===== src/logic/hbcs_pkg.sv =====
/*
 * Constants for the bridge command/status register pair: offsets,
 * field positions, reset values and the message-sender states.
 * Assumes nothing of its surroundings; imported by hbcs_regs and hbcs_sender, not by hbcs_flag.
 */
package hbcs_pkg;
    // Configuration space offsets as printed
    localparam logic [7:0] HBCS_CMD_OFFSET = 8'h04;
    localparam logic [7:0] HBCS_STS_OFFSET = 8'h06;
    // Dword index holding both registers (command low, status high)
    localparam logic [5:0] HBCS_DWORD_INDEX = 6'h01;
    localparam int HBCS_STS_SHIFT = 16;

    // Reset values
    localparam logic [15:0] HBCS_CMD_RESET = 16'h0006;
    localparam logic [15:0] HBCS_STS_RESET = 16'h0090;
    // Hardwired ones of command: master_allow, memory_space_allow
    localparam logic [15:0] HBCS_CMD_FIXED = 16'h0006;
    // Hardwired ones of status: back_to_back_capable, capability_list_present
    localparam logic [15:0] HBCS_STS_FIXED = 16'h0090;

    // Command field positions
    localparam int HBCS_CMD_MSG_EN_BIT = 8;
    // Status field positions
    localparam int HBCS_STS_PARITY_ERR_BIT = 15;
    localparam int HBCS_STS_MSG_SENT_BIT = 14;
    localparam int HBCS_STS_MABORT_BIT = 13;
    localparam int HBCS_STS_TABORT_BIT = 12;
    localparam int HBCS_STS_TIMING_LO_BIT = 9;
    localparam logic [1:0] HBCS_SELECT_TIMING_CODE = 2'h0;

    // Message sender states
    typedef enum logic [0:0] {
        HBCS_SND_IDLE = 1'b0,
        HBCS_SND_BUSY = 1'b1
    } hbcs_snd_state_t;
endpackage


===== src/logic/hbcs_regs.sv =====
/*
 * Bridge command and status configuration registers of device 0,
 * with the system-error message path toward the I/O controller hub.
 * Assumes a dword configuration port: request held one cycle, answer
 * one cycle later. Abort and error events are one-cycle pulses.
 */
`timescale 1ns/1ps
module hbcs_regs
    import hbcs_pkg::*;
(
    // Clock, enable and reset
    input wire logic clk_i,
    input wire logic rstn_i,
    input wire logic ce_i,
    // Configuration access
    input wire logic cfg_req_i,
    input wire logic cfg_we_i,
    input wire logic [7:0] cfg_addr_i,
    input wire logic [3:0] cfg_be_i,
    input wire logic [31:0] cfg_wdata_i,
    output logic [31:0] cfg_rdata_o,
    output logic cfg_ack_o,
    // Error and completion events
    input wire logic dev0_err_i,
    input wire logic dev1_err_i,
    input wire logic dev1_msg_en_i,
    input wire logic got_master_abort_i,
    input wire logic got_target_abort_i,
    input wire logic special_cycle_i,
    // Hub link message
    output logic msg_req_o,
    input wire logic msg_ack_i,
    output logic msg_mech_en_o
);
    logic error_message_enable_q;
    logic error_message_sent_flag;
    logic got_master_abort_flag;
    logic got_target_abort_flag;
    logic dev0_sent;
    logic hit;
    logic wr;
    logic [15:0] cmd_val;
    logic [15:0] sts_val;
    logic [31:0] rdata_d;

    function automatic logic w1c(input logic [31:0] data, input logic [3:0] be, input int bit_pos);
        w1c = data[bit_pos] && be[bit_pos / 8];
    endfunction

    assign hit = (cfg_addr_i[7:2] == HBCS_DWORD_INDEX);
    assign wr = cfg_req_i && cfg_we_i && hit && ce_i;
    // Special cycles touch no state at all
    // special_cycle_i is deliberately left unread

    // Only the enable bit is storage in the command register
    always_ff @(posedge clk_i or negedge rstn_i) begin
        if (!rstn_i) begin
            error_message_enable_q <= HBCS_CMD_RESET[HBCS_CMD_MSG_EN_BIT];
        end else if (wr && cfg_be_i[1]) begin
            error_message_enable_q <= cfg_wdata_i[HBCS_CMD_MSG_EN_BIT];
        end
    end

    // Fixed bits come from constants, not storage
    always_comb begin
        cmd_val = HBCS_CMD_FIXED;
        cmd_val[HBCS_CMD_MSG_EN_BIT] = error_message_enable_q;
    end

    // Status image: timing code and capability bits are constants
    always_comb begin
        sts_val = HBCS_STS_FIXED;
        sts_val[HBCS_STS_MSG_SENT_BIT] = error_message_sent_flag;
        sts_val[HBCS_STS_MABORT_BIT] = got_master_abort_flag;
        sts_val[HBCS_STS_TABORT_BIT] = got_target_abort_flag;
        sts_val[HBCS_STS_TIMING_LO_BIT +: 2] = HBCS_SELECT_TIMING_CODE;
    end

    // Bits 15 and 8 are write-clear but hardwired to zero, so no storage
    hbcs_flag u_sent_flag (
        .clk_i(clk_i),
        .rstn_i(rstn_i),
        .ce_i(ce_i),
        .set_i(dev0_sent),
        .clr_i(wr && w1c(cfg_wdata_i, cfg_be_i, HBCS_STS_SHIFT + HBCS_STS_MSG_SENT_BIT)),
        .flag_o(error_message_sent_flag)
    );

    hbcs_flag u_mabort_flag (
        .clk_i(clk_i),
        .rstn_i(rstn_i),
        .ce_i(ce_i),
        .set_i(got_master_abort_i),
        .clr_i(wr && w1c(cfg_wdata_i, cfg_be_i, HBCS_STS_SHIFT + HBCS_STS_MABORT_BIT)),
        .flag_o(got_master_abort_flag)
    );

    hbcs_flag u_tabort_flag (
        .clk_i(clk_i),
        .rstn_i(rstn_i),
        .ce_i(ce_i),
        .set_i(got_target_abort_i),
        .clr_i(wr && w1c(cfg_wdata_i, cfg_be_i, HBCS_STS_SHIFT + HBCS_STS_TABORT_BIT)),
        .flag_o(got_target_abort_flag)
    );

    // No error pin: the only report path is the link message
    hbcs_sender u_sender (
        .clk_i(clk_i),
        .rstn_i(rstn_i),
        .ce_i(ce_i),
        .dev0_err_i(dev0_err_i),
        .dev0_en_i(error_message_enable_q),
        .dev1_err_i(dev1_err_i),
        .dev1_en_i(dev1_msg_en_i),
        .msg_req_o(msg_req_o),
        .msg_ack_i(msg_ack_i),
        .dev0_sent_o(dev0_sent)
    );

    assign msg_mech_en_o = error_message_enable_q || dev1_msg_en_i;

    // Read mux; unmapped offsets read zero
    always_comb begin
        rdata_d = 32'h0000_0000;
        if (hit) begin
            rdata_d = {sts_val, cmd_val};
        end else begin
            rdata_d = 32'h0000_0000;
        end
    end

    // Answer one cycle after the request, data registered
    always_ff @(posedge clk_i or negedge rstn_i) begin
        if (!rstn_i) begin
            cfg_ack_o <= 1'b0;
            cfg_rdata_o <= 32'h0000_0000;
        end else if (ce_i) begin
            cfg_ack_o <= cfg_req_i;
            if (cfg_req_i && !cfg_we_i) begin
                cfg_rdata_o <= rdata_d;
            end
        end
    end

    logic past_valid_q;
    always_ff @(posedge clk_i or negedge rstn_i) begin
        if (!rstn_i) begin
            past_valid_q <= 1'b0;
        end else begin
            past_valid_q <= 1'b1;
        end
    end
endmodule // hbcs_regs


===== src/logic/hbcs_flag.sv =====
/*
 * One sticky status flag: set by a hardware event, cleared by a
 * software write of one. Assumes a synchronous single-cycle event.
 */
`timescale 1ns/1ps
module hbcs_flag (
    // Clock and reset
    input wire logic clk_i,
    input wire logic rstn_i,
    input wire logic ce_i,
    // Set and clear
    input wire logic set_i,
    input wire logic clr_i,
    // State
    output logic flag_o
);
    always_ff @(posedge clk_i or negedge rstn_i) begin
        if (!rstn_i) begin
            flag_o <= 1'b0;
        end else if (ce_i) begin
            // Set beats clear so a coincident event survives
            if (set_i) begin
                flag_o <= 1'b1;
            end else if (clr_i) begin
                flag_o <= 1'b0;
            end
        end
    end
endmodule // hbcs_flag


===== src/logic/hbcs_sender.sv =====
/*
 * Error message sender toward the hub link. Holds pending requests
 * from device 0 and device 1 and offers one message at a time.
 * Assumes the link accepts a message when ack is high with req.
 */
`timescale 1ns/1ps
module hbcs_sender
    import hbcs_pkg::*;
(
    // Clock and reset
    input wire logic clk_i,
    input wire logic rstn_i,
    input wire logic ce_i,
    // Error events and enables
    input wire logic dev0_err_i,
    input wire logic dev0_en_i,
    input wire logic dev1_err_i,
    input wire logic dev1_en_i,
    // Link handshake
    output logic msg_req_o,
    input wire logic msg_ack_i,
    // Device 0 message went out
    output logic dev0_sent_o
);
    hbcs_snd_state_t state_q;
    logic pend0_q;
    logic pend1_q;
    logic carry0_q;
    logic take;
    logic done;

    assign msg_req_o = (state_q == HBCS_SND_BUSY);
    assign done = msg_req_o && msg_ack_i && ce_i;
    assign take = (state_q == HBCS_SND_IDLE) && (pend0_q || pend1_q) && ce_i;
    assign dev0_sent_o = done && carry0_q;

    // Only enabled errors queue a message; the link output exists only here
    always_ff @(posedge clk_i or negedge rstn_i) begin
        if (!rstn_i) begin
            pend0_q <= 1'b0;
            pend1_q <= 1'b0;
        end else if (ce_i) begin
            pend0_q <= (dev0_err_i && dev0_en_i) || (pend0_q && !take);
            pend1_q <= (dev1_err_i && dev1_en_i) || (pend1_q && !take);
        end
    end

    always_ff @(posedge clk_i or negedge rstn_i) begin
        if (!rstn_i) begin
            state_q <= HBCS_SND_IDLE;
            carry0_q <= 1'b0;
        end else if (ce_i) begin
            case (state_q)
                HBCS_SND_IDLE: begin
                    if (take) begin
                        state_q <= HBCS_SND_BUSY;
                        carry0_q <= pend0_q;
                    end
                end
                HBCS_SND_BUSY: begin
                    if (msg_ack_i) begin
                        state_q <= HBCS_SND_IDLE;
                    end
                end
                default: state_q <= HBCS_SND_IDLE;
            endcase
        end
    end
endmodule // hbcs_sender


===== config.mk =====
export PLATFORM = sky130hd
export DESIGN_NAME = hbcs_regs
export DESIGN_NICKNAME = d
export VERILOG_FILES = /design/src/logic/hbcs_pkg.sv /design/src/logic/hbcs_regs.sv /design/src/logic/hbcs_flag.sv /design/src/logic/hbcs_sender.sv
export SDC_FILE = /design/constraint.sdc
export NUM_CORES = 1
export LEC_CHECK = 0
export BUFFER_PORTS_ARGS = -buffer_cell sky130_fd_sc_hd__buf_4
export CORE_MARGIN = 2
export CORE_UTILIZATION = 35
export CTS_BUF_LIST = sky130_fd_sc_hd__clkbuf_8
export CTS_CLUSTER_SIZE = 16
export DETAILED_ROUTE_END_ITERATION = 6
export MAX_ROUTING_LAYER = met4
export PLACE_DENSITY = 0.8
export SYNTH_ARGS = -nofsm -noshare
export SYNTH_HDL_FRONTEND = slang
export SYNTH_SLANG_ARGS = --single-unit

===== constraint.sdc =====
create_clock -name clk_i -period 1.1 [get_ports clk_i]
set_input_delay 0.165 -clock clk_i [delete_from_list [all_inputs] [get_ports clk_i]]
set_output_delay 0.165 -clock clk_i [all_outputs]
set_load 0.005 [all_outputs]

# After elaboration in Yosys (flattened, before gate mapping)
# Index checks and enable logic that the tools add are counted.
word_totals:
  reg_bits: 41
  output_inout_bits: 35
op_classes:
  eq_ne: 1
  n_mux: 10
  n_bitwise: 1
  n_reduce_logical: 34
ops:
  columns: ["cell", "n"]
  rows:
  - ["$mux 31", 1]
  - ["$logic_and 1x1->1", 20]
  - ["$mux 1", 8]
  - ["$reduce_and 2->1", 4]
  - ["$eq 6x1->1 const B", 1]
  - ["$reduce_bool 2->1", 3]
  - ["$logic_or 1x1->1", 4]
  - ["$reduce_and 3->1", 1]
  - ["$logic_not 1->1", 2]
  - ["$pmux 1 s2", 1]
  - ["$not 1->1", 1]

# Logic depth before layout (Yosys ltp)
# Gate-level depths: netlist of the first run.
depth:
  depth_word: 6
  depth_mapped: 4

# Cells and area by module
# A second synthesis of the first run with hierarchy kept.
unflattened:
  cells_unflattened: 88
  hier_area_um2: 845.8
modules_own_cells:
  columns: ["mod", "instances", "cells_per_inst", "area_per_inst_um2", "seq_area_each_um2"]
  rows:
  - ["hbcs_regs", 1, 64, 560.5, 175.2]
  - ["hbcs_sender", 1, 15, 172.7, 100.1]
  - ["hbcs_flag", 3, 3, 37.5, 25.0]

# Worst setup path before layout of the first run
# Ideal clock, no wire load.
synth_path:
  path_kind: "input port to flip-flop"
  startpoint: "in cfg_addr_i[3]"
  endpoint: "reg u_mabort_flag.flag_o"
  arrival_ns: 1.472
  slack_ns: -0.498
  path_stages: 3
  n_path_buf: 0
  cell_sequence: "or4b_4 -> or4_4 -> a221o_1"
synth_between:
  elab_chain_cells: 6
synth_lines:
  columns: ["item", "line_no", "rtl"]
  rows:
  - ["start: declaration", "hbcs_regs.sv:18", "input wire logic [7:0] cfg_addr_i,"]
  - ["$eq 6x1->1", "hbcs_regs.sv:50", "assign hit = (cfg_addr_i[7:2] == HBCS_DWORD_INDEX);"]
  - ["$logic_and 1x1->1 (2 in series)", "hbcs_regs.sv:51", "assign wr = cfg_req_i && cfg_we_i && hit && ce_i;"]
  - ["$logic_and 1x1->1", "hbcs_regs.sv:94", ".clr_i(wr && w1c(cfg_wdata_i, cfg_be_i, HBCS_STS_SHIFT + HBCS_STS_MABORT_BIT)),"]
  - ["$reduce_bool 2->1 (no line)", null, null]
  - ["$reduce_and 2->1 (no line)", null, null]
  - ["end signal: assignment", "hbcs_flag.sv:19", "flag_o <= 1'b0;"]
  - ["end signal: assignment", "hbcs_flag.sv:23", "flag_o <= 1'b1;"]
  - ["end signal: assignment", "hbcs_flag.sv:25", "flag_o <= 1'b0;"]
  - ["end: declaration", "hbcs_flag.sv:15", "output logic flag_o"]
# No other way between the ends.
# A chain may end at the register's enable or synchronous reset.

# Final worst setup path of the first run
layout_path:
  startpoint: "in cfg_addr_i[3]"
  endpoint: "reg u_tabort_flag.flag_o"
layout_between:
  elab_chain_cells: 6
layout_lines:
  columns: ["item", "line_no", "rtl"]
  rows:
  - ["$eq 6x1->1", "hbcs_regs.sv:50", null]
  - ["$logic_and 1x1->1 (2 in series)", "hbcs_regs.sv:51", null]
  - ["$logic_and 1x1->1", "hbcs_regs.sv:103", ".clr_i(wr && w1c(cfg_wdata_i, cfg_be_i, HBCS_STS_SHIFT + HBCS_STS_TABORT_BIT)),"]
  - ["$reduce_bool 2->1 (no line)", null, null]
  - ["$reduce_and 2->1 (no line)", null, null]
  - ["end signal: assignment", "hbcs_flag.sv:19", null]
  - ["end signal: assignment", "hbcs_flag.sv:23", null]
  - ["end signal: assignment", "hbcs_flag.sv:25", null]
  - ["end: declaration", "hbcs_flag.sv:15", null]
# No other way between the ends.

==> results of run 1 <==
==> final cells by class <==
type                       instances  area (um2)
sequential                        14       350.3
inverter                           1       3.754
fill                             211        1057
clock buffer                       4       55.05
tap                               28       35.03
multi-input combinational         65       406.6
timing repair buffer              41       325.3
==> registers in the layout (all words and copies together) (netlist names) <==
signal	count
error_message_enable_q	1
u_sender.pend0_q	1
u_sender.msg_req_o	1
cfg_rdata_o	5
u_sent_flag.flag_o	1
cfg_ack_o	1
u_mabort_flag.flag_o	1
u_sender.carry0_q	1
u_tabort_flag.flag_o	1
u_sender.pend1_q	1
==> power groups by stage <==
stage | combinational, mW | clock, mW | sequential (mW)
after floorplan | 0.148 | 0 | 0.581
after global placement | 0.214 | 0 | 0.583
after detailed placement | 0.219 | 0 | 0.586
after CTS | 0.235 | 0.511 | 0.577
after global routing | 0.269 | 0.535 | 0.581
final | 0.239 | 0.502 | 0.577
==> logic make-up (layout without fill, tap and decap cells) <==
logic type | count (synthesis) | after routing | share of synthesized area
AOI/OAI and AO/OA | 13 | 13 | 0.1161
DFF | 14 | 14 | 0.4223
and+or+nand+nor | 26 | 26 | 0.1765
other | 1 | 24 | 0.004521
muxes | 2 | 2 | 0.02715
buffers and inverters | 29 | 46 | 0.2534
==> how the worst max path moves through the flow <==
stage / startpoint / to / slack (ns) / cells after the start
after detailed placement: cfg_addr_i[3] / u_mabort_flag.flag_o$_DFFE_PN0P_ / -0.69 / 4
after CTS: cfg_addr_i[3] / u_tabort_flag.flag_o$_DFFE_PN0P_ / -0.40 / 4
after global placement: cfg_addr_i[3] / u_tabort_flag.flag_o$_DFFE_PN0P_ / -0.62 / 4
after global routing: cfg_addr_i[3] / u_tabort_flag.flag_o$_DFFE_PN0P_ / -0.41 / 4
after floorplan: cfg_addr_i[3] / u_mabort_flag.flag_o$_DFFE_PN0P_ / -0.50 / 3
final: cfg_addr_i[3] / u_tabort_flag.flag_o$_DFFE_PN0P_ / -0.40 / 4
==> cells in the final DEF (no fill, tap or decap), types with 3 or more instances in the layout <==
master	synthesis	layout
sky130_fd_sc_hd__buf_4	27	36
sky130_fd_sc_hd__nor2b_1	3	3
sky130_fd_sc_hd__clkbuf_8	0	4
sky130_fd_sc_hd__dfrtp_1	14	14
sky130_fd_sc_hd__conb_1	1	24
sky130_fd_sc_hd__buf_6	0	4
sky130_fd_sc_hd__nand2_1	13	13
sky130_fd_sc_hd__o21ai_2	0	3
==> worst max-delay path, stage by stage <==
cell and delay (ns):
sky130_fd_sc_hd__buf_6 0.09, sky130_fd_sc_hd__or4b_4 0.53, sky130_fd_sc_hd__or4_4 0.52, sky130_fd_sc_hd__a221o_1 0.33
==> per-stage QoR <==
stage | setup TNS (ns) | instance area [um2] | cells
after floorplan | -2.738 | 915.9 | 108
after global placement | -4.084 | 1030 | 146
after detailed placement | -4.429 | 1030 | 146
after CTS | -2.845 | 1151 | 153
after global routing | -3.080 | 1176 | 153
final | -2.838 | 1176 | 153
==> layer usage <==
layer,track usage,routed length [um],share of wire
met1,0.1439,606,0.35
met5,-,0,0
met2,0.2563,971,0.55
met3,0.03429,141,0.080
met4,0.08974,33,0.019
==> timing repair <==
| item | in CTS | in global routing |
|---|---|---|
| hold buffers | 1 | 0 |
| setup buffers | 2 | 0 |
| gates resized for setup | 14 | 4 |
| setup endpoints to repair | 10 | 10 |
| endpoints found under the hold margin | 14 | 0 |
| pin swaps | 6 | 2 |
==> results by stage, run 1 <==
Status:
- The run finished, with violations left.
- The final reports fail on negative setup slack.

GRT:
- Entering global routing, the biggest net connects 15 pins.
- The number of global-route vias before repair is between 600 and 700.
- Across every metal layer, demand over resource in global routing totals 0.1457.
- The number of antenna violations at the first check in global routing is 0.
- The total congestion overflow is 0.
- The first global-routing pass estimated 2.773 mm of wire.

Clocking:
- The worst-case clock buffer depth is 2.
- The number of H-tree levels is 1.
- Counting every sink on the clock net gives 14.
- The clock transition time at the flip-flop clock pins of the worst setup and hold paths is 0.06 ns.
- TritonCTS built the clock tree.
- In this run, CTS created clock tree buffers numbering 3.
- The clock network latency to the later pin of the worst-skew pair is about 0.25 ns.
- In this run the clock root is driven by a sky130_fd_sc_hd__clkbuf_8.

Detailed routing:
- Once detail routing completed, the nets flagged for antenna violations numbered 0.
- The number of design-rule violations left by the first detailed-router iteration is 9.
- The number of remaining DRC errors is 0.
- The total iterations of the first detailed-routing run is 4.
- The number of vias per cell after detailed routing is 4.418.
- The detailed-route wire length per cell is around 11 um.
- The via count of the routed design is 676.
- Summed over all layers, the routed wires come to 1.752 mm.

STA:
- The worst path in the final design needs a cycle of roughly 1.5 ns, including I/O delays and setup.
- In the finished design, the share of the clock period the worst path needs comes to 1.362.
- The number of pins with negative max-slew slack in the final report is 0.
- The final number of hold-violating endpoints is 0.
- Static timing analysis puts the maximum clock frequency at 0.6674 GHz.
- Setup repair after global routing could not meet its margin everywhere.
- In the post-route analysis, the smallest setup slack over all paths is -0.3983 ns.
- The total setup violations reported at the end of the flow is 10.
- The final clock skew is 0.001373 ns.
- Hold timing on the final database bottoms out at a slack of about 0.15 ns.

Synthesis:
- Summing every instance area after synthesis gives 829.5 um2.
- The number of flops mapped to enable cells by yosys is 0.
- The main flop type after synthesis is sky130_fd_sc_hd__dfrtp_1.
- Yosys instantiated no cell more often than sky130_fd_sc_hd__buf_4.
- The async set-reset flop share out of synthesis is 1.000.
- The synthesized netlist cell count is 85.
- The commonest cells after synthesis are 27 x sky130_fd_sc_hd__buf_4, 14 x sky130_fd_sc_hd__dfrtp_1, 13 x sky130_fd_sc_hd__nand2_1.
- The average cell area after synthesis is 9.759 um2.
- The synthesized design contains 14 register bits.
- For this run, the register share of the synthesized area comes to 0.4223.
- During synthesis, Yosys emitted a total of 0 warnings.
- The netlist uses 24 different library cells.
- Of the post-synthesis cell area, the dominant cell type holds 0.4223.
- Of all cell types, the one taking the most synthesized area is sky130_fd_sc_hd__dfrtp_1.
- In the post-synthesis netlist, the biggest area contributors are sky130_fd_sc_hd__dfrtp_1 42%, sky130_fd_sc_hd__buf_4 24%, sky130_fd_sc_hd__nand2_1 5.9%.

Setup path:
- In this run the critical register-to-register path is captured at u_sender.carry0_q$_DFFE_PN0P_.
- The critical path launch point type is an input pin.
- STA puts the critical path data required time at approximately 1.2 ns.
- The type of the worst setup path is in2reg.
- The number of cells on the worst reg-to-reg path is 3.
- In this run the critical register-to-register path is launched from u_sender.msg_req_o$_DFFE_PN0P_.
- The register-to-register setup slack is 0.12 ns.
- STA classifies the critical path endpoint as a register.
- Along the worst path, the maximum fanout reaches 3.
- The worst endpoint data arrival time is 1.63 ns.

Power:
- Of the total power, the share spent switching nets is 0.2406.
- The portion of total power attributed to sequential cells is 0.438.
- Overall power consumption after layout is estimated at between 1 and 1.5 mW.
- For this design the static power due to leakage is 0.5891 nW.
- The reported net switching power is 0.3171 mW.
- Across the VDD grid, the largest voltage drop is 479.8 uV.
- The total power per unit cell area is 1120 nW/um2.
- The combinational share of power is 0.181.
- Cell internal power was estimated by the tool at 1.001 mW.
- The portion of total power attributed to the clock network is 0.381.

Floorplanning:
- Pin placement for this block handled 91 I/O pins.
- The die height is 52.69 um.
- The placeable core region is about 2200 um2.
- For this configuration, the core starts out at a cell density of 0.3714.
- The die area is between 2000 and 3000 um2.
- The floorplan has 17 rows.
- The die is 52.69 um wide.

Worst hold path:
- The worst hold path class is in2reg.
- The worst min-delay path startpoint is cfg_wdata_i[8].
- The worst hold path was traced through 2 stages.
- The capture endpoint of the worst hold path is error_message_enable_q$_DFFE_PN0P_.

Run:
- The total of max-cap violations is 0.

Place:
- The post-detailed-placement half-perimeter wirelength is 1.427 mm.
- The post-placement setup slack is -0.6852 ns.
- The routability congestion estimate is about 0.76.
- The count of buffers added on input and output ports is 33.

Final layout:
- The growth of design area from synthesis to finish is 41.78%.
- The final design utilization is 0.5266.
- Of the cells placed in the final design, the portion with a size suffix greater than 1 is 0.4480.
- In the final design database the tool counted 182 nets.
- The number of antenna diodes in the final layout is 0.
Note: power is estimated with default switching activity, not from simulation.
==> run 2: changes to the inputs <==
--- a/config.mk
+++ b/config.mk
@@ -9,10 +9,10 @@
 export CORE_MARGIN = 2
 export CORE_UTILIZATION = 35
 export CTS_BUF_LIST = sky130_fd_sc_hd__clkbuf_8
-export CTS_CLUSTER_SIZE = 16
 export DETAILED_ROUTE_END_ITERATION = 6
 export MAX_ROUTING_LAYER = met4
-export PLACE_DENSITY = 0.8
+export PLACE_DENSITY_LB_ADDON = 0.08
 export SYNTH_ARGS = -nofsm -noshare
 export SYNTH_HDL_FRONTEND = slang
+export SYNTH_HIERARCHICAL = 1
 export SYNTH_SLANG_ARGS = --single-unit
==> results by stage, run 2 <==
Status:
- Run status: finished with violations (unchanged).
- Violated checks: negative setup slack (unchanged).

Place:
- The post-place instance area is 1036 um2 (was 1030 um2).
- The quantity of I/O buffers inserted on ports came to 33 (unchanged).
- The post-placement setup slack is -0.3709 ns (was -0.6852 ns).
- The post-detailed-placement half-perimeter wirelength is 1.244 mm (was 1.427 mm).
- The number of placed cells counting well taps is 147 (was 146).
- The routability congestion estimate was 0.7415 (was 0.7569).

Final layout:
- The sequential cell area is 350.3 um2 (unchanged).
- The final net count is 181 (was 182).
- The number of flip-flops in the largest register is 5 (unchanged).
- The count of non-filler cells in the finished layout was 151 (was 153).
- The combined area of the multi-input logic cells is 392.9 um2 (was 406.6 um2).
- The final design utilization was 0.4911 (was 0.5266).
- Most used cells in the layout excluding fill and tap cells: 32 x sky130_fd_sc_hd__buf_4, 24 x sky130_fd_sc_hd__conb_1, 14 x sky130_fd_sc_hd__nand2_1, 14 x sky130_fd_sc_hd__dfrtp_1, 5 x sky130_fd_sc_hd__o21ai_1 (was 36 x sky130_fd_sc_hd__buf_4, 24 x sky130_fd_sc_hd__conb_1, 14 x sky130_fd_sc_hd__dfrtp_1).
- The leading cell type in the layout, fill and taps excluded is sky130_fd_sc_hd__buf_4 (unchanged).
- The register containing the most flip-flops in the final layout is cfg_rdata_o (unchanged).
- The fraction of final layout cells with drive strength greater than 1 is 0.3821 (was 0.4480).
- The number of diodes is 0 (unchanged).
- The filler cell count is 216 (was 211).
- The final non-filler cell area is 1107 um2 (was 1176 um2).
- The growth of design area from synthesis to finish was 30.92% (was 41.78%).

GRT:
- The largest net degree at the start of global routing is 15 (unchanged).
- The total congestion overflow is 0 (unchanged).
- The number of global-route vias before repair is 555 (was 644).
- The number of antenna violations at the first check in global routing came to 0 (unchanged).
- The global-route usage over all layers is 0.1228 (was 0.1457).
- The global-route wire length before repair came to 2.408 mm (was 2.773 mm).

Detailed routing:
- The total routed wirelength is 1.546 mm (was 1.752 mm).
- The detailed-route wire length per cell came to 10.24 um (was 11.45 um).
- The number of design-rule violations left by the first detailed-router iteration came to 4 (was 9).
- The via count of the routed design is 648 (was 676).
- The number of remaining DRC errors is 0 (unchanged).
- The total iterations of the first detailed-routing run came to 3 (was 4).
- The number of vias per cell after detailed routing is 4.291 (was 4.418).
- The count of nets left with antenna violations after detail routing is 0 (unchanged).

Clocking:
- The total setup buffers inserted after CTS is 0 (was 2).
- The clock network latency to the later pin of the worst-skew pair is 0.24 ns (was 0.25 ns).
- The worst-case clock buffer depth is 2 (unchanged).
- The total clock buffers created by CTS came to 3 (unchanged).
- The clock net sink count is 14 (unchanged).
- The buffer type at the clock tree root is sky130_fd_sc_hd__clkbuf_8 (unchanged).
- The number of H-tree levels is 1 (unchanged).
- The clock tree from TritonCTS is yes (unchanged).
- The clock transition time at the flip-flop clock pins of the worst setup and hold paths is 0.05 ns (was 0.06 ns).

Setup path:
- The worst endpoint required time came to 1.23 ns (about the same).
- CP cell instances: buf_6, or4b_4, nor3_4, and2_1, nand2_1, a22o_1 (was buf_6, or4b_4, or4_4, a221o_1).
- The master of the slowest instance on the critical path is sky130_fd_sc_hd__or4b_4 (unchanged).
- The delay of the slowest cell on the worst path is 0.56 ns (was 0.53 ns).
- The register-to-register setup slack is 0.14 ns (was 0.12 ns).
- The endpoint kind of the worst setup timing path is a register (unchanged).
- The largest fanout of any net on the critical path came to 3 (unchanged).
- The critical path launch point type is an input pin (unchanged).
- The type of the worst setup path is in2reg (unchanged).
- The worst endpoint data arrival time is 1.33 ns (was 1.63 ns).

Floorplanning:
- The placeable core region came to 2255 um2 (was 2233 um2).
- The die area is 2826 um2 (was 2776 um2).
- The die width is 53.16 um (was 52.69 um).
- The die height came to 53.16 um (was 52.69 um).
- The number of placement rows came to 17 (unchanged).
- The starting density of the core came to 0.3751 (was 0.3714).
- The count of boundary I/O pins is 91 (unchanged).

Worst hold path:
- The worst hold path class is in2reg (unchanged).

STA:
- The total setup violations reported at the end of the flow came to 5 (was 10).
- The worst hold-check slack is 0.1451 ns (was 0.1467 ns).
- The worst setup slack after layout was -0.1053 ns (was -0.3983 ns).
- The final number of hold-violating endpoints is 0 (unchanged).
- The final clock skew is 0.001002 ns (was 0.001373 ns).
- The highest attainable clock frequency was 0.8297 GHz (was 0.6674 GHz).
- The number of pins with negative max-slew slack in the final report is 0 (unchanged).
- Unrepaired setup endpoints after global routing: yes (unchanged).
- The final critical delay including setup and external delays is 1.205 ns (was 1.498 ns).
- The final-layout setup total negative slack is -0.3644 ns (was -2.838 ns).
- The final cycle utilization of the critical path is 1.096 (was 1.362).

Synthesis:
- The share of the yosys chip area belonging to registers was 0.4142 (was 0.4223).
- The async set-reset flop share out of synthesis is 1.000 (unchanged).
- The main flop type after synthesis is sky130_fd_sc_hd__dfrtp_1 (unchanged).
- The total number of yosys warnings is 6 (was 0).
- The number of flops mapped to enable cells by yosys is 0 (unchanged).
- Synth top cells by count: 27 x sky130_fd_sc_hd__buf_4, 14 x sky130_fd_sc_hd__dfrtp_1, 14 x sky130_fd_sc_hd__nand2_1 (was 27 x sky130_fd_sc_hd__buf_4, 14 x sky130_fd_sc_hd__dfrtp_1, 13 x sky130_fd_sc_hd__nand2_1).
- The area share of the largest cell type after synthesis is 0.4142 (was 0.4223).
- The synthesized netlist cell count is 88 (was 85).
- Cell types with the largest area share after synthesis: sky130_fd_sc_hd__dfrtp_1 41%, sky130_fd_sc_hd__buf_4 24%, sky130_fd_sc_hd__nand2_1 6.2% (was sky130_fd_sc_hd__dfrtp_1 42%, sky130_fd_sc_hd__buf_4 24%, sky130_fd_sc_hd__nand2_1 5.9%).
- The library cell with the highest instance count after synthesis is sky130_fd_sc_hd__buf_4 (unchanged).
- The post-synthesis register bit count came to 14 (unchanged).
- The total standard cell area after synthesis is 845.8 um2 (was 829.5 um2).
- The cell type contributing the most total cell area after synthesis is sky130_fd_sc_hd__dfrtp_1 (unchanged).
- The average cell area after synthesis was 9.611 um2 (was 9.759 um2).
- The count of unique library cells instantiated by Yosys is 21 (was 24).

Run:
- The total of max-cap violations is 0 (unchanged).

Power:
- The total power per unit cell area is 1125 nW/um2 (was 1120 nW/um2).
- The leakage power summed over all cells came to 0.5580 nW (was 0.5891 nW).
- The maximum VDD drop is 541.5 uV (was 479.8 uV).
- The total power after layout was 1.246 mW (was 1.318 mW).
## run 2: cell families after synthesis
group / Yosys count / synth area share
AOI/OAI and AO/OA: 12 / 0.1050
buffers and inverters: 28 / 0.2441
DFF: 14 / 0.4142
muxes: 2 / 0.02663
other: 1 / 0.004434
and+or+nand+nor: 31 / 0.2056
## run 2: path summary, 6_finish.rpt
kind / from / to / cells after the start
worst max-delay path: cfg_addr_i[3] / u_tabort_flag/flag_o$_DFFE_PN0P_ / 6
worst min-delay path: got_master_abort_i / u_mabort_flag/flag_o$_DFFE_PN0P_ / 2
worst max register to register: u_sender/msg_req_o$_DFFE_PN0P_ / u_sender/pend0_q$_DFFE_PN0P_ / 2
worst min register to register: cfg_rdata_o[29]$_DFFE_PN0P_ / cfg_rdata_o[29]$_DFFE_PN0P_ / 2
max in group asynchronous: rstn_i / cfg_ack_o$_DFFE_PN0P_ / 2
min in group asynchronous: rstn_i / u_sender/msg_req_o$_DFFE_PN0P_ / 2
## run 2: timing repair
action | 4_1_cts | 5_1_grt
hold buffers | 1 | 0
gates cloned | 0 | 0
endpoints found under the setup margin | 5 | 5
hold endpoints to repair | 14 | 0
resized for setup | 5 | 0
pin swaps | 3 | 1
## run 2: critical path: cells and delay by family
kind / cells / cell delay (ns)
AND/OR/NAND/NOR: 4 / 0.89
buffers and inverters: 1 / 0.09
AO/OA/AOI/OAI: 1 / 0.19
## run 2: final cells by class
type                            count  area share
Timing Repair Buffer               36      0.2565
Multi-Input combinational cell     69      0.3548
Clock buffer                        3     0.03729
Inverter                            1    0.003390
Tap cell                           28     0.03164
Sequential cell                    14      0.3164
## run 2: where the power goes
part / internal [mW] / total, mW / switching, mW
clock: 0.242 / 0.409 / 0.167
combinational: 0.142 / 0.239 / 0.0975
sequential: 0.562 / 0.598 / 0.0358
## run 2: routing by layer
metal / part of all wire / track usage / vias up
li1: - / - / 321
met1: 0.41 / 0.1494 / 284
met2: 0.48 / 0.2021 / 41
met3: 0.098 / 0.01130 / 2
met4: 0.0078 / 0.06410 / 0
met5: 0 / - / -
==> run 3: changes to the inputs <==
==> constraint.sdc (replaced) <==
create_clock -name clk_i -period 1.2 [get_ports clk_i]
set_input_delay 0.18 -clock clk_i [delete_from_list [all_inputs] [get_ports clk_i]]
set_output_delay 0.18 -clock clk_i [all_outputs]
set_load 0.005 [all_outputs]
==> results by stage, run 3 (synthesis results as in run 2) <==
Status:
- Run status: finished with violations (unchanged).
- Violated checks: negative setup slack (unchanged).

GRT:
- The total congestion overflow is 0 (unchanged).
- The number of antenna violations at the first check in global routing came to 0 (unchanged).
- The global-route usage over all layers is 0.1257 (was 0.1228).
- The global-route wire length before repair is 2.428 mm (was 2.408 mm).
- The number of global-route vias before repair is 566 (was 555).
- The largest net degree at the start of global routing is 15 (unchanged).

Final layout:
- The number of flip-flops in the largest register is 5 (unchanged).
- The leading cell type in the layout, fill and taps excluded is sky130_fd_sc_hd__buf_4 (unchanged).
- The final design utilization was 0.4911 (unchanged).
- The combined area of the multi-input logic cells is 392.9 um2 (unchanged).
- The register containing the most flip-flops in the final layout is cfg_rdata_o (unchanged).
- The number of diodes is 0 (unchanged).
- The fraction of final layout cells with drive strength greater than 1 is 0.3821 (unchanged).
- The sequential cell area came to 350.3 um2 (unchanged).
- The growth of design area from synthesis to finish is 30.92% (unchanged).
- The final net count is 181 (unchanged).
- The final non-filler cell area is 1107 um2 (unchanged).
- Most used cells in the layout excluding fill and tap cells: 32 x sky130_fd_sc_hd__buf_4, 24 x sky130_fd_sc_hd__conb_1, 14 x sky130_fd_sc_hd__nand2_1, 14 x sky130_fd_sc_hd__dfrtp_1, 5 x sky130_fd_sc_hd__o21ai_1 (unchanged).
- The filler cell count came to 224 (was 216).

Setup path:
- The delay of the slowest cell on the worst path is 0.56 ns (about the same).
- The number of buffers and inverters on the critical path is 1 (unchanged).
- The worst endpoint data arrival time is 1.33 ns (about the same).
- The register-to-register setup slack was 0.25 ns (was 0.14 ns).
- The startpoint of the worst register-to-register path is u_sender/msg_req_o$_DFFE_PN0P_ (unchanged).
- The critical path startpoint is cfg_addr_i[3] (unchanged).
- CP cell instances: buf_6, or4b_4, nor3_4, and2_1, nand2_1, a22o_1 (unchanged).
- The endpoint kind of the worst setup timing path was a register (unchanged).
- The type of the worst setup path is in2reg (unchanged).
- The gate family responsible for the most delay along the worst path is simple AND/OR/NAND/NOR gates (unchanged).
- The worst endpoint required time is 1.33 ns (was 1.23 ns).
- The critical path launch point type was an input pin (unchanged).
- The master of the slowest instance on the critical path was sky130_fd_sc_hd__or4b_4 (unchanged).
- The largest fanout of any net on the critical path is 3 (unchanged).

Detailed routing:
- The count of nets left with antenna violations after detail routing is 0 (unchanged).
- The total routed wirelength is 1.597 mm (was 1.546 mm).
- The via count of the routed design is 663 (was 648).
- The total iterations of the first detailed-routing run is 4 (was 3).
- The detailed-route wire length per cell is 10.58 um (was 10.24 um).
- The number of vias per cell after detailed routing is 4.391 (was 4.291).
- The number of design-rule violations left by the first detailed-router iteration is 10 (was 4).
- The number of remaining DRC errors came to 0 (unchanged).

Place:
- The post-placement setup slack was -0.2932 ns (was -0.3709 ns).
- The quantity of I/O buffers inserted on ports came to 33 (unchanged).
- The post-place instance area is 1028 um2 (was 1036 um2).
- The routability congestion estimate came to 0.7434 (was 0.7415).
- The post-detailed-placement half-perimeter wirelength is 1.287 mm (was 1.244 mm).

STA:
- Timing would allow up to 0.8313 GHz.
- The number of pins with negative max-slew slack in the final report came to 0 (unchanged).
- The final number of hold-violating endpoints was 0 (unchanged).
- Unrepaired setup endpoints after global routing: yes (unchanged).
- The final clock skew is 0.001462 ns (was 0.001002 ns).
- The worst setup slack after layout is -0.002952 ns (was -0.1053 ns).
- The final critical delay including setup and external delays is 1.203 ns.
- Of the available clock period, the critical path in the final layout requires 1.002.
- The total setup violations reported at the end of the flow came to 2 (was 5).

Floorplanning:
- The number of placement rows is 17 (unchanged).
- The count of boundary I/O pins came to 91 (unchanged).
- The die width is 53.16 um (unchanged).
- The die area is 2826 um2 (unchanged).
- The starting density of the core came to 0.3751 (unchanged).
- The placeable core region came to 2255 um2 (unchanged).
- The die height was 53.16 um (unchanged).

Power:
- The portion of total power attributed to sequential cells is 0.480 (about the same).
- The total power per unit cell area is 1030 nW/um2 (was 1125 nW/um2).
- The internal power consumption was 0.8667 mW (was 0.9452 mW).
- The portion of total power attributed to the clock network came to 0.326 (was 0.328).
- The fraction of power spent switching nets is 0.2399 (was 0.2412).
- The combinational share of power is 0.194 (was 0.192).
- The leakage power summed over all cells is 0.5587 nW (was 0.5580 nW).
- The total power after layout is 1.140 mW (was 1.246 mW).
- The maximum VDD drop is 491.2 uV (was 541.5 uV).
- The reported net switching power is 0.2735 mW (was 0.3005 mW).

Clocking:
- The clock tree from TritonCTS is yes (unchanged).
- The clock net sink count is 14 (unchanged).
- The buffer type at the clock tree root is sky130_fd_sc_hd__clkbuf_8 (unchanged).
- The clock network latency to the later pin of the worst-skew pair is 0.24 ns (about the same).
- The total clock buffers created by CTS came to 3 (unchanged).
- The worst-case clock buffer depth was 2 (unchanged).
- The clock transition time at the flip-flop clock pins of the worst setup and hold paths was 0.05 ns (about the same).
- The number of H-tree levels is 1 (unchanged).

Worst hold path:
- The worst min-delay path startpoint is got_target_abort_i (was got_master_abort_i).
- The worst hold path class is in2reg (unchanged).

Run:
- The total of max-cap violations is 0 (unchanged).
==> run 3: path summary, 6_finish.rpt <==
check	end	cells after the start
max	u_sent_flag/flag_o$_DFFE_PN0P_	6
min	u_tabort_flag/flag_o$_DFFE_PN0P_	2
max reg2reg	u_sender/pend0_q$_DFFE_PN0P_	2
min reg2reg	cfg_rdata_o[30]$_DFFE_PN0P_	2
max in group asynchronous	cfg_rdata_o[29]$_DFFE_PN0P_	2
min in group asynchronous	u_sender/msg_req_o$_DFFE_PN0P_	2
==> run 3: per-layer routing <==
layer,wire length [um],up-vias,track usage
met5,0,-,-
met4,42,0,0.07692
met3,142,5,0.02542
met2,756,44,0.1875
met1,655,297,0.1559
li1,-,317,-
==> run 3: final cells by class <==
class | count | area share
Clock buffer | 3 | 0.03729
Tap cell | 28 | 0.03164
Sequential cell | 14 | 0.3164
Multi-Input combinational cell | 69 | 0.3548
Timing Repair Buffer | 36 | 0.2565
Inverter | 1 | 0.003390
==> run 3: power by group through the flow <==
stage / registers, mW / logic [mW] / clock network (mW)
6_report: 0.547 / 0.221 / 0.372
3_3_place_gp: 0.555 / 0.209 / 0
4_1_cts: 0.547 / 0.223 / 0.383
3_5_place_dp: 0.555 / 0.212 / 0
2_1_floorplan: 0.550 / 0.151 / 0
5_1_grt: 0.556 / 0.247 / 0.409
==> run 3: through the flow <==
| step | hold slack, ns | TNS (ns) | instances |
|---|---|---|---|
| finish | 0.1633 | -0.005675 | 151 |
| global route | 0.1595 | -0.1246 | 151 |
| CTS | 0.1644 | -0.01057 | 151 |
| detailed placement | 0.04017 | -1.754 | 146 |
| global placement | 0.04024 | -1.587 | 146 |
| floorplan | -0.1156 | -0.4024 | 111 |
==> run 3: timing repair <==
action                     CTS  global route
resized for setup            5             0
hold buffers                 1             0
hold endpoints to repair    14             0
setup buffers                1             0
pin swaps                    0             0
setup endpoints to repair    4             4
